`config.mk`:
```
export PLATFORM = sky130hd
export DESIGN_NAME = interval_carry_timer
export DESIGN_NICKNAME = d
export VERILOG_FILES = /design/src/rtl/interval_timer_pkg.sv /design/src/rtl/interval_carry_timer.sv /design/src/rtl/interval_pulse_gen.sv
export SDC_FILE = /design/constraint.sdc
export NUM_CORES = 1
export LEC_CHECK = 0
export ABC_AREA = 1
export BUFFER_PORTS_ARGS = -buffer_cell sky130_fd_sc_hd__buf_2
export CAP_MARGIN = 10
export CORE_UTILIZATION = 30
export CTS_BUF_LIST = sky130_fd_sc_hd__clkbuf_4 sky130_fd_sc_hd__clkbuf_8
export DETAILED_ROUTE_END_ITERATION = 12
export PLACE_DENSITY = 0.43
export SYNTH_ARGS = -nofsm -noshare
export SYNTH_HDL_FRONTEND = slang
export SYNTH_SLANG_ARGS = --single-unit
```
`constraint.sdc`:
```
create_clock -name clock -period 13.75 [get_ports clock]
set_clock_uncertainty 0.05 [all_clocks]
set_input_delay 3.4375 -clock clock [delete_from_list [all_inputs] [get_ports clock]]
set_output_delay 3.4375 -clock clock [all_outputs]
set_load 0.1 [all_outputs]
```
`src/rtl/interval_timer_pkg.sv`:
```
// Constants and carrier types for the interval carry timer.
package interval_timer_pkg;

  // ---------------------------------------------------------------------------
  // Register map
  // ---------------------------------------------------------------------------
  localparam logic [6:0] mode_select_addr = 7'h0b;
  localparam logic [6:0] carry_judge_addr = 7'h16;
  localparam logic [3:0] mode_reset_val   = 4'h0;

  // Field positions of the mode select and judge registers.
  localparam int ext_clock_bit  = 3;
  localparam int zero_cross_bit = 2;
  localparam int sel_hi_bit     = 1;
  localparam int sel_lo_bit     = 0;
  localparam int carry_flag_bit = 0;

  // ---------------------------------------------------------------------------
  // Timing
  // ---------------------------------------------------------------------------
  localparam int clock_mhz      = 125;
  localparam int period_100ms_us = 100000;
  localparam int period_5ms_us   = 5000;
  localparam int period_1ms_us   = 1000;
  localparam int period_125us_us = 125;
  localparam int cycles_125us    = period_125us_us * clock_mhz;
  localparam int ext_div_low     = 5;
  localparam int ext_div_high    = 6;

  // ---------------------------------------------------------------------------
  // Carriers
  // ---------------------------------------------------------------------------
  typedef struct packed {
    logic       ext_clock;
    logic       zero_cross;
    logic [1:0] interval;
  } mode_s;

  typedef struct packed {
    logic       write;
    logic       window_read_instruction;
    logic [6:0] addr;
    logic [3:0] wdata;
  } reg_req_s;

endpackage : interval_timer_pkg

```
`src/rtl/interval_carry_timer.sv`:
```
// Polled interval timer with read-and-reset carry flag.
//
// How it works
// - The carry flag bit 0 of the judge register mirrors the flip-flop.
// - Mode bit 3 picks internal base clock (0) or timer input pin (1).
// - Internal: low bits pick 100 ms, 5 ms, 1 ms, 125 us; zero-cross ignored.
// - External: mode bit 1 divides pin clock by 5 (0) or 6 (1).
// - External: mode bit 2 turns zero-cross detection on the pin on.
// - A window_read_instruction read of the judge register returns the flag and clears it.
// - After power-on the flag stays clear until the first read.
// - Judge register reads flag in bit 0, upper three bits zero.
// - Changing selection sets the flag only on a rising selected pulse.
`timescale 1ns/1ps
`default_nettype none
module interval_carry_timer
  import interval_timer_pkg::*;
#(
  parameter int cyc_1ms   = period_1ms_us * clock_mhz,
  parameter int cyc_5ms   = period_5ms_us * clock_mhz,
  parameter int cyc_100ms = period_100ms_us * clock_mhz
) (
  input  wire logic       clock,
  input  wire logic       rst,
  input  wire logic       clock_en,
  input  wire logic       clock_stop,
  input  wire logic       ce_reset,
  input  wire logic       reg_write,
  input  wire logic       reg_window_read_instruction,
  input  wire logic [6:0] reg_addr,
  input  wire logic [3:0] reg_wdata,
  input  wire logic       timer_input_pin,
  output logic      [3:0] reg_rdata,
  output logic            reg_rvalid,
  output logic      [3:0] mode_out,
  output logic            interval_carry_flag
);

  // ---------------------------------------------------------------------------
  // Register access decode
  // ---------------------------------------------------------------------------
  // Both register addresses are matched the same way.
  function automatic logic addr_is(input logic [6:0] addr, input logic [6:0] target);
    addr_is = addr == target;
  endfunction : addr_is

  reg_req_s req;
  assign req = '{write: reg_write, window_read_instruction: reg_window_read_instruction, addr: reg_addr, wdata: reg_wdata};

  wire mode_hit  = addr_is(req.addr, mode_select_addr);
  wire judge_hit = addr_is(req.addr, carry_judge_addr);
  wire mode_wr   = req.write && mode_hit;
  wire judge_rd  = req.window_read_instruction && judge_hit;

  mode_s mode_q;
  mode_s mode_d;
  logic  flag_q;
  logic  flag_d;
  logic  armed_q;
  logic  armed_d;
  logic  sel_q;

  // Clock stop outranks a write in the same cycle; a chip-enable reset leaves the mode alone.
  assign mode_d = clock_stop ? mode_s'(mode_reset_val)
                             : (mode_wr ? mode_s'(req.wdata) : mode_q);

  always_ff @(posedge clock or posedge rst) begin
    if (rst) begin
      mode_q <= mode_s'(mode_reset_val);
    end else if (clock_en) begin
      mode_q <= mode_d;
    end
  end

  // ---------------------------------------------------------------------------
  // Internal interval pulses
  // ---------------------------------------------------------------------------
  logic [3:0] int_pulse;

  interval_pulse_gen #(
    .cyc_125us (cycles_125us),
    .cyc_1ms   (cyc_1ms),
    .cyc_5ms   (cyc_5ms),
    .cyc_100ms (cyc_100ms)
  ) u_pulse (
    .clock       (clock),
    .rst         (rst),
    .clock_en    (clock_en),
    .pulse_level (int_pulse)
  );

  // ---------------------------------------------------------------------------
  // External clock path
  // ---------------------------------------------------------------------------
  logic       pin_q;
  logic       zx_q;
  logic [2:0] ext_cnt_q;
  logic       ext_pulse_q;

  // Zero-cross detection squares up the input by requiring two equal samples.
  wire pin_edge   = timer_input_pin != pin_q;
  wire zx_level   = (timer_input_pin == pin_q) ? pin_q : zx_q;
  wire ext_src    = mode_q.zero_cross ? zx_level : timer_input_pin;
  wire ext_src_q  = mode_q.zero_cross ? zx_q : pin_q;
  wire ext_rise   = ext_src && !ext_src_q;
  wire [2:0] ext_div = mode_q.interval[1] ? 3'(ext_div_high) : 3'(ext_div_low);
  wire ext_wrap   = ext_cnt_q == ext_div - 3'h1;
  // A divisor change can leave the count above the new end; it then runs through zero.
  wire [2:0] ext_cnt_d   = ext_wrap ? 3'h0 : ext_cnt_q + 3'h1;
  // Divided output is high for the first half of the divide period.
  wire       ext_pulse_d = ext_wrap || (ext_cnt_q < (ext_div >> 1) - 3'h1);

  always_ff @(posedge clock or posedge rst) begin
    if (rst) begin
      pin_q <= 1'b0;
    end else if (clock_en) begin
      pin_q <= timer_input_pin;
    end
  end

  always_ff @(posedge clock or posedge rst) begin
    if (rst) begin
      zx_q <= 1'b0;
    end else if (clock_en) begin
      zx_q <= zx_level;
    end
  end

  always_ff @(posedge clock or posedge rst) begin
    if (rst) begin
      ext_cnt_q <= 3'h0;
    end else if (clock_en && ext_rise) begin
      ext_cnt_q <= ext_cnt_d;
    end
  end

  always_ff @(posedge clock or posedge rst) begin
    if (rst) begin
      ext_pulse_q <= 1'b0;
    end else if (clock_en && ext_rise) begin
      ext_pulse_q <= ext_pulse_d;
    end
  end

  // ---------------------------------------------------------------------------
  // Set pulse selection and flip-flop
  // ---------------------------------------------------------------------------
  wire int_sel   = int_pulse[mode_q.interval];
  wire sel_pulse = mode_q.ext_clock ? ext_pulse_q : int_sel;

  // A rise of the selected pulse, including one caused by a reselection, sets the flag.
  wire set_evt   = sel_pulse && !sel_q && armed_q;

  assign armed_d = armed_q || judge_rd;
  // A set that meets a read wins, so the event is seen by the next read instead of lost.
  assign flag_d  = set_evt || (flag_q && !judge_rd);

  always_ff @(posedge clock or posedge rst) begin
    if (rst) begin
      sel_q <= 1'b0;
    end else if (clock_en) begin
      sel_q <= sel_pulse;
    end
  end

  always_ff @(posedge clock or posedge rst) begin
    if (rst) begin
      armed_q <= 1'b0;
    end else if (clock_en) begin
      armed_q <= armed_d;
    end
  end

  always_ff @(posedge clock or posedge rst) begin
    if (rst) begin
      flag_q <= 1'b0;
    end else if (clock_en) begin
      flag_q <= flag_d;
    end
  end

  // ---------------------------------------------------------------------------
  // Read data
  // ---------------------------------------------------------------------------
  wire [3:0] judge_word = {3'b000, flag_q};
  wire [3:0] rd_mux     = judge_hit ? judge_word : (mode_hit ? 4'(mode_q) : 4'h0);
  wire [3:0] rdata_d    = req.window_read_instruction ? rd_mux : reg_rdata;

  always_ff @(posedge clock or posedge rst) begin
    if (rst) begin
      reg_rdata <= 4'h0;
    end else if (clock_en) begin
      reg_rdata <= rdata_d;
    end
  end

  always_ff @(posedge clock or posedge rst) begin
    if (rst) begin
      reg_rvalid <= 1'b0;
    end else if (clock_en) begin
      reg_rvalid <= req.window_read_instruction;
    end
  end

  always_ff @(posedge clock or posedge rst) begin
    if (rst) begin
      mode_out <= 4'h0;
    end else if (clock_en) begin
      mode_out <= mode_q;
    end
  end

  always_ff @(posedge clock or posedge rst) begin
    if (rst) begin
      interval_carry_flag <= 1'b0;
    end else if (clock_en) begin
      interval_carry_flag <= flag_q;
    end
  end

  logic unused_ok;
  assign unused_ok = ce_reset ^ pin_edge;

endmodule : interval_carry_timer
`default_nettype wire

```
`src/rtl/interval_pulse_gen.sv`:
```
// Free-running base pulse generator producing the interval set pulses.
`timescale 1ns/1ps
`default_nettype none
module interval_pulse_gen
  import interval_timer_pkg::*;
#(
  parameter int cyc_125us = cycles_125us,
  parameter int cyc_1ms   = period_1ms_us * clock_mhz,
  parameter int cyc_5ms   = period_5ms_us * clock_mhz,
  parameter int cyc_100ms = period_100ms_us * clock_mhz
) (
  input  wire logic       clock,
  input  wire logic       rst,
  input  wire logic       clock_en,
  output logic      [3:0] pulse_level
);

  logic [23:0] cnt_q [4];

  function automatic logic [23:0] limit(input int idx);
    case (idx)
      0:       limit = 24'(cyc_100ms);
      1:       limit = 24'(cyc_5ms);
      2:       limit = 24'(cyc_1ms);
      default: limit = 24'(cyc_125us);
    endcase
  endfunction : limit

  // Each square wave is high during the first half of its period.
  for (genvar i = 0; i < 4; i++) begin : g_div
    always_ff @(posedge clock or posedge rst) begin
      if (rst) begin
        cnt_q[i] <= 24'h00_0000;
      end else if (clock_en) begin
        cnt_q[i] <= (cnt_q[i] == limit(i) - 24'h00_0001) ? 24'h00_0000 : cnt_q[i] + 24'h00_0001;
      end
    end
    always_ff @(posedge clock or posedge rst) begin
      if (rst) begin
        pulse_level[i] <= 1'b0;
      end else if (clock_en) begin
        pulse_level[i] <= cnt_q[i] < (limit(i) >> 1);
      end
    end
  end

endmodule : interval_pulse_gen
`default_nettype wire

```
==> qor.json, run 1 <==
{
  "status": {"value": "finished, final reports clean"},
  "synth_cell_type_count": {"value": 40},
  "critical-path-top-delay-family": {"value": "buffers and inverters"},
  "postRouteAntennaNets": {"value": 0},
  "first_global_vias": {"value": 6163},
  "tritoncts_clock_tree": {"value": "built"},
  "boundaryPins": {"value": 29},
  "nets": {"value": 1123},
  "power.ir.vdd_worst": {"value": 0.0462, "unit": "mV"},
  "synth.largest_area_cell": {"value": "dfrtp_1"},
  "post-dp-hpwl": {"value": 12700, "unit": "µm"},
  "timing.max_cap.violations": {"value": 0},
  "post_synth.cell_area_avg": {"value": 6.89, "unit": "µm²"},
  "final_setup_violation_count": {"value": 0},
  "synth.cells.most_frequent": {"value": "nand2_1 (286), nor2_1 (186), inv_1 (164)"},
  "period_share": {"value": 38.3, "unit": "%"},
  "synth_sequential_area_ratio": {"value": 42.0, "unit": "%"},
  "powerDensity": {"value": 131, "unit": "nW/µm²"},
  "antenna_found_initial": {"value": 0},
  "grt_pass1_wl": {"value": 30600, "unit": "µm"},
  "hold_buffers": {"value": 0},
  "yosys_warnings": {"value": 0},
  "vias_per_cell": {"value": 4.52},
  "finalWeightedCongestion": {"value": 0.817},
  "crit_path_top_delay_cell": {"value": "inv_2"},
  "power.static_leakage": {"value": 4.14, "unit": "nW"},
  "achievable-frequency": {"value": 190, "unit": "MHz"},
  "worst-path-buf-inv": {"value": 4},
  "grt_setup_unrepaired": {"value": "no"},
  "final_period_minus_worst_setup_slack": {"value": 5.27, "unit": "ns"},
  "holdCritPathClass": {"value": "flop to flop"},
  "cts-buffers-inserted": {"value": 17},
  "whs": {"value": 0.407, "unit": "ns"},
  "die_w": {"value": 158, "unit": "µm"},
  "clkTransAtPathRegs": {"value": 0.08, "unit": "ns"},
  "critical_path.endpoint_type": {"value": "flop"},
  "clock_insertion_delay_worst_skew": {"value": 0.44, "unit": "ns"},
  "cts_buffer_depth": {"value": 2},
  "cts_max_level": {"value": 4},
  "drt_pass_1_iters": {"value": 5},
  "startpoint_type": {"value": "input port"},
  "first_iter_violations": {"value": 305},
  "clock-root-buffer": {"value": "clkbuf_8"},
  "cts.repair.resized": {"value": 0},
  "critPathRequiredTime": {"value": 14.04, "unit": "ns"},
  "post_route_cells_drive_above_1_share": {"value": 7.05, "unit": "%"},
  "critPathArrivalTime": {"value": 5.56, "unit": "ns"},
  "initial_core_util": {"value": 30.9, "unit": "%"},
  "mapped_cells": {"value": 1063},
  "maxSlewViolCount": {"value": 0},
  "synth_top_flop_cell": {"value": "dfrtp_1"},
  "floorplan.core_area": {"value": 23700, "unit": "µm²"},
  "final.setup.tns": {"value": 0, "unit": "ns"},
  "post-route-drc-count": {"value": 0},
  "worst-path-max-fanout": {"value": 51},
  "antenna-diode-count": {"value": 0},
  "report.final.hold_viol_count": {"value": 0},
  "cp_cell_sequence": {"value": "buf_2, buf_4, inv_2, nor2_1, nand4_1, inv_1, nand3_1, nand2_1, nor2_1"},
  "die_area": {"value": 25000, "unit": "µm²"},
  "grt_overflow_total": {"value": 0},
  "die_height": {"value": 158, "unit": "µm"},
  "syn_area": {"value": 7320, "unit": "µm²"},
  "synth_nets": {"value": 1090},
  "maximum_number_of_pins_on_one_net_before_global_route_repair": {"value": 68},
  "track_usage": {"value": 15.6, "unit": "%"},
  "tightestPinTransition": {"value": 0.845, "unit": "ns"},
  "placement_rows": {"value": 56},
  "post_cts_buffers": {"value": 0},
  "wl": {"value": 17700, "unit": "µm"},
  "numPortBuffers": {"value": 27},
  "synth_enable_flop_cells": {"value": 0},
  "critPathKind": {"value": "input port to flop"},
  "critical_path.most_common_cell": {"value": "nor2_1"},
  "yosys_register_bits": {"value": 123},
  "route.detailed.wl_per_inst": {"value": 12.4, "unit": "µm"},
  "clock-sinks": {"value": 123},
  "postSynth.asyncResetShare": {"value": 100, "unit": "%"},
  "area_growth_syn_to_layout": {"value": 11.5, "unit": "%"},
  "most_used_standard_cell_by_instance_count_after_synthesis": {"value": "nand2_1"},
  "relSlewSlack": {"value": 43.6, "unit": "%"},
  "synth.top_cell.area_share": {"value": 42.0, "unit": "%"},
  "dr_total_vias": {"value": 6445},
  "synth_top_area_cells": {"value": "dfrtp_1 (42%), nand2_1 (15%), nor2_1 (9.5%), inv_1 (8.4%), nand3_1 (6.5%)"},
  "fillerInstances": {"value": 2642},
  "max_stage_delay": {"value": 0.54, "unit": "ns"}
}
final timing paths:
kind                                   start                end  slack (ns)  cells past startpoint
max                                 clock_en  u_pulse.cnt_q[67]        8.48                      9
min                                  armed_q            armed_q        0.41                      2
max reg2reg                u_pulse.cnt_q[72]  u_pulse.cnt_q[95]       11.97                      6
min reg2reg                          armed_q            armed_q        0.41                      2
max in group asynchronous                rst          mode_q[1]        9.40                      3
min in group asynchronous                rst  u_pulse.cnt_q[90]        3.00                      2
tightest hold or removal path: stages (launching register included):
cell     delay (ns)
dfrtp_1        0.32
inv_1          0.04
nand2_1        0.06
sequential cells by signal, indices dropped and copies added, names as in the netlist:
register and flops:
reg_rvalid 1, u_pulse.pulse_level 4, armed_q 1, interval_carry_flag 1, pin_q 1, flag_q 1, mode_q 4, u_pulse.cnt_q 96
ext_cnt_q 3, sel_q 1, reg_rdata 4, mode_out 4, zx_q 1, ext_pulse_q 1
stage by stage:
stage	utilization, %	cells	area (µm²)	setup slack [ns]	power (mW)
global route	34.5	1426	8170	8.17	1.16
CTS	34.5	1426	8170	8.43	1.09
finish	34.5	1426	8170	8.48	1.07
global placement	32.9	1396	7790	7.90	0.762
floorplan	-	1063	7320	6.99	0.694
detailed placement	32.9	1396	7790	7.94	0.760
where the power goes:
| group | internal (mW) | total, mW | switching (mW) |
|---|---|---|---|
| Sequential | 0.421 | 0.494 | 0.0722 |
| Combinational | 0.0878 | 0.259 | 0.171 |
| Clock | 0.173 | 0.319 | 0.146 |
per-layer routing:
metal	vias to the layer above	global-route usage [%]	routed length (µm)
li1	3408	-	-
met1	2949	20.6	8940
met2	74	25.8	8150
met3	14	3.26	467
met4	0	3.89	166
met5	-	0	0
cells in the final DEF (no fill, tap or decap), types with 19 or more instances in the layout:
cell | Yosys | layout
clkbuf_8 | 0 | 19
dfrtp_1 | 123 | 123
nor3_1 | 29 | 29
nor2_1 | 186 | 186
nand2_1 | 286 | 286
buf_2 | 9 | 27
inv_1 | 164 | 163
nand3_1 | 95 | 95
xor2_1 | 24 | 24
nand4_1 | 29 | 29
o21ai_0 | 37 | 37
area by class of cell:
class                      count  area (µm²)  area share [%]
multi-input combinational    758        3530            43.2
sequential                   123        3080            37.7
inverter                     167         632            7.74
tap                          319         399            4.89
clock buffer                  22         284            3.48
timing repair buffer          29         150            1.84
clock inverter                 8        95.1            1.16
cell families (layout without fill, tap and decap cells):
group,count (synthesis),after routing,share of synthesized area [%]
AOI/OAI and AO/OA,66,66,4.85
xor gates and xnor gates,31,31,3.71
adders and majority gates,8,8,1.37
DFF,123,123,42.0
buffers and inverters,182,226,9.79
and+or+nand+nor,650,650,37.8
muxes,3,3,0.444
Note: power is estimated with default switching activity, not from simulation.
==> inputs of run 2 (changes only) <==
==> constraint.sdc (replaced) <==
create_clock -name clock -period 5.2 [get_ports clock]
set_clock_uncertainty 0.05 [all_clocks]
set_input_delay 1.3 -clock clock [delete_from_list [all_inputs] [get_ports clock]]
set_output_delay 1.3 -clock clock [all_outputs]
set_load 0.1 [all_outputs]
==> qor.json, run 2 (synthesis results as in run 1) <==
{
  "worst_r2r_path_depth": {"value": 7, "change": "+1"},
  "relSlewSlack": {"value": 37.8, "unit": "%", "change": "-5.9 points"},
  "final_period_minus_worst_setup_slack": {"value": 2.60, "unit": "ns"},
  "cts-buffers-inserted": {"value": 17, "change": "unchanged"},
  "maximum_number_of_pins_on_one_net_before_global_route_repair": {"value": 103, "change": "+51%"},
  "grt_overflow_total": {"value": 0, "change": "unchanged"},
  "first_global_vias": {"value": 6199, "change": "+0.58%"},
  "clkTransAtPathRegs": {"value": 0.07, "unit": "ns", "change": "about the same"},
  "cts_buffer_depth": {"value": 2, "change": "unchanged"},
  "post-route-cell-area": {"value": 8230, "unit": "µm²", "change": "+0.78%"},
  "startpoint_type": {"value": "input port"},
  "fillerInstances": {"value": 2683, "change": "+1.6%"},
  "power.ir.vdd_worst": {"value": 0.141, "unit": "mV", "change": "+210%"},
  "numPortBuffers": {"value": 27, "change": "unchanged"},
  "antenna-diode-count": {"value": 0, "change": "unchanged"},
  "finalWeightedCongestion": {"value": 0.789, "change": "-3.4%"},
  "timing.max_cap.violations": {"value": 0, "change": "unchanged"},
  "placed_area": {"value": 7790, "unit": "µm²", "change": "unchanged"},
  "antenna_found_initial": {"value": 0, "change": "unchanged"},
  "clock-sinks": {"value": 123, "change": "unchanged"},
  "cts_max_level": {"value": 4, "change": "unchanged"},
  "post_route_cells_drive_above_1_share": {"value": 7.13, "unit": "%", "change": "+0.084 points"},
  "vias_per_cell": {"value": 4.51, "change": "-0.32%"},
  "clock-root-buffer": {"value": "clkbuf_8"},
  "post_cts_buffers": {"value": 0, "change": "unchanged"},
  "report.final.hold_viol_count": {"value": 0, "change": "unchanged"},
  "status": {"value": "finished, final reports clean"},
  "postRouteAntennaNets": {"value": 0, "change": "unchanged"},
  "crit-reg2reg-capture": {"value": "u_pulse.cnt_q[60]"},
  "worstReg2RegStart": {"value": "u_pulse.cnt_q[48]"},
  "placement_rows": {"value": 56, "change": "unchanged"},
  "dr_total_vias": {"value": 6429, "change": "-0.25%"},
  "die_area": {"value": 25000, "unit": "µm²", "change": "unchanged"},
  "tritoncts_clock_tree": {"value": "built"},
  "worstHoldEndpoint": {"value": "armed_q"},
  "tightestPinTransition": {"value": 0.934, "unit": "ns", "change": "+0.0890 ns"},
  "hold-path-cell-count": {"value": 2, "change": "unchanged"},
  "critical_path.endpoint_type": {"value": "flop"},
  "final_setup_violation_count": {"value": 0, "change": "unchanged"},
  "drt_pass_1_iters": {"value": 4, "change": "-1"},
  "holdCritPathClass": {"value": "flop to flop"},
  "route.detailed.wl_per_inst": {"value": 12.4, "unit": "µm", "change": "-0.49%"},
  "worst-path-max-fanout": {"value": 50, "change": "-2.0%"},
  "final_common_cell": {"value": "nand2_1"},
  "largest_reg_flops": {"value": 96, "change": "unchanged"},
  "nets": {"value": 1123, "change": "unchanged"},
  "most-common-layout-cells": {"value": "nand2_1 (286), nor2_1 (186), inv_1 (163), dfrtp_1 (123), nand3_1 (95)"},
  "grt_pass1_wl": {"value": 30500, "unit": "µm", "change": "-0.50%"},
  "largest_register": {"value": "u_pulse.cnt_q"},
  "area_growth_syn_to_layout": {"value": 12.4, "unit": "%"},
  "clock_insertion_delay_worst_skew": {"value": 0.44, "unit": "ns", "change": "about the same"},
  "track_usage": {"value": 15.4, "unit": "%", "change": "-0.16 points"},
  "r2r_slack": {"value": 3.40, "unit": "ns", "change": "-8.57 ns"},
  "final.setup.tns": {"value": 0, "unit": "ns", "change": "unchanged"},
  "critPathArrivalTime": {"value": 2.87, "unit": "ns", "change": "-2.69 ns"},
  "first_iter_violations": {"value": 497, "change": "+63%"},
  "achievable-frequency": {"value": 385, "unit": "MHz"},
  "power.static_leakage": {"value": 4.18, "unit": "nW", "change": "+0.77%"},
  "hold_buffers": {"value": 0, "change": "unchanged"},
  "die_w": {"value": 158, "unit": "µm", "change": "unchanged"},
  "powerDensity": {"value": 359, "unit": "nW/µm²", "change": "+170%"},
  "wl": {"value": 17700, "unit": "µm", "change": "-0.42%"},
  "maxSlewViolCount": {"value": 0, "change": "unchanged"},
  "critPathRequiredTime": {"value": 5.47, "unit": "ns", "change": "-8.57 ns"},
  "min-delay-start": {"value": "armed_q"},
  "fin_util": {"value": 34.7, "unit": "%", "change": "+0.27 points"},
  "floorplan.core_area": {"value": 23700, "unit": "µm²", "change": "unchanged"},
  "die_height": {"value": 158, "unit": "µm", "change": "unchanged"},
  "post-dp-hpwl": {"value": 12600, "unit": "µm", "change": "-1.0%"},
  "grt_setup_unrepaired": {"value": "no"},
  "period_share": {"value": 49.9, "unit": "%"},
  "initial_core_util": {"value": 30.9, "unit": "%", "change": "unchanged"},
  "critPathKind": {"value": "input port to flop"},
  "post-route-drc-count": {"value": 0, "change": "unchanged"},
  "boundaryPins": {"value": 29, "change": "unchanged"},
  "cts.repair.resized": {"value": 0, "change": "unchanged"}
}
==> run 2: changes by cell type in the layout (fill, tap and decap cells not counted) <==
| cell | delta |
|---|---|
| clkinv_2 | -2 |
| clkbuf_8 | +1 |
| clkinvlp_4 | -1 |
| clkbuf_4 | +1 |
| bufinv_16 | +2 |
==> run 2: where the power goes <==
group / total (mW) / switching [mW] / internal, mW / leakage [nW]
clock: 0.965 / 0.386 / 0.579 / 0.227
sequential: 1.31 / 0.193 / 1.11 / 1.45
combinational: 0.683 / 0.450 / 0.233 / 2.50
==> run 2: layer usage <==
layer	part of all wire, %	vias to the layer above	track usage, %
met5	0	-	0
li1	-	3402	-
met1	51	2938	20.9
met3	2.8	16	2.93
met4	1.2	0	4.17
met2	45	73	24.9
==> run 2: how the worst max path moves through the flow <==
stage	startpoint	to	depth (start not counted)
global placement	clock_en	u_pulse.cnt_q[40]	9
detailed placement	clock_en	u_pulse.cnt_q[63]	7
global route	clock_en	u_pulse.cnt_q[38]	9
floorplan	rst	armed_q	1
finish	clock_en	u_pulse.cnt_q[92]	9
CTS	mode_out[0]	mode_out[0]	1
==> run 2: stage by stage <==
step	total power, mW	setup slack (ns)	hold slack (ns)	std cells
floorplan	1.84	0.579	0.372	1063
global placement	2.01	2.13	0.393	1396
detailed placement	2.01	2.13	0.396	1396
CTS	3.01	2.59	0.414	1427
global route	3.18	2.37	0.453	1427
finish	2.95	2.60	0.407	1427
==> run 2: area by class of cell <==
| cell class | instances | area [µm²] | area share [%] |
|---|---|---|---|
| clock buffers | 24 | 305 | 3.71 |
| clock inverters | 7 | 138 | 1.67 |
| inverters | 167 | 632 | 7.68 |
| multi-input cells | 758 | 3530 | 42.9 |
| flip-flops and latches | 123 | 3080 | 37.4 |
| well taps | 319 | 399 | 4.85 |
| repair buffers | 29 | 150 | 1.82 |
==> run 2: worst max-delay path, cell delays in order <==
cell and delay, ns:
buf_2 0.10, buf_4 0.50, nand3_1 0.25, nor2_4 0.17
nand3_2 0.15, nor2_2 0.19, nand3_1 0.09, nand2_1 0.07
nor2_1 0.04
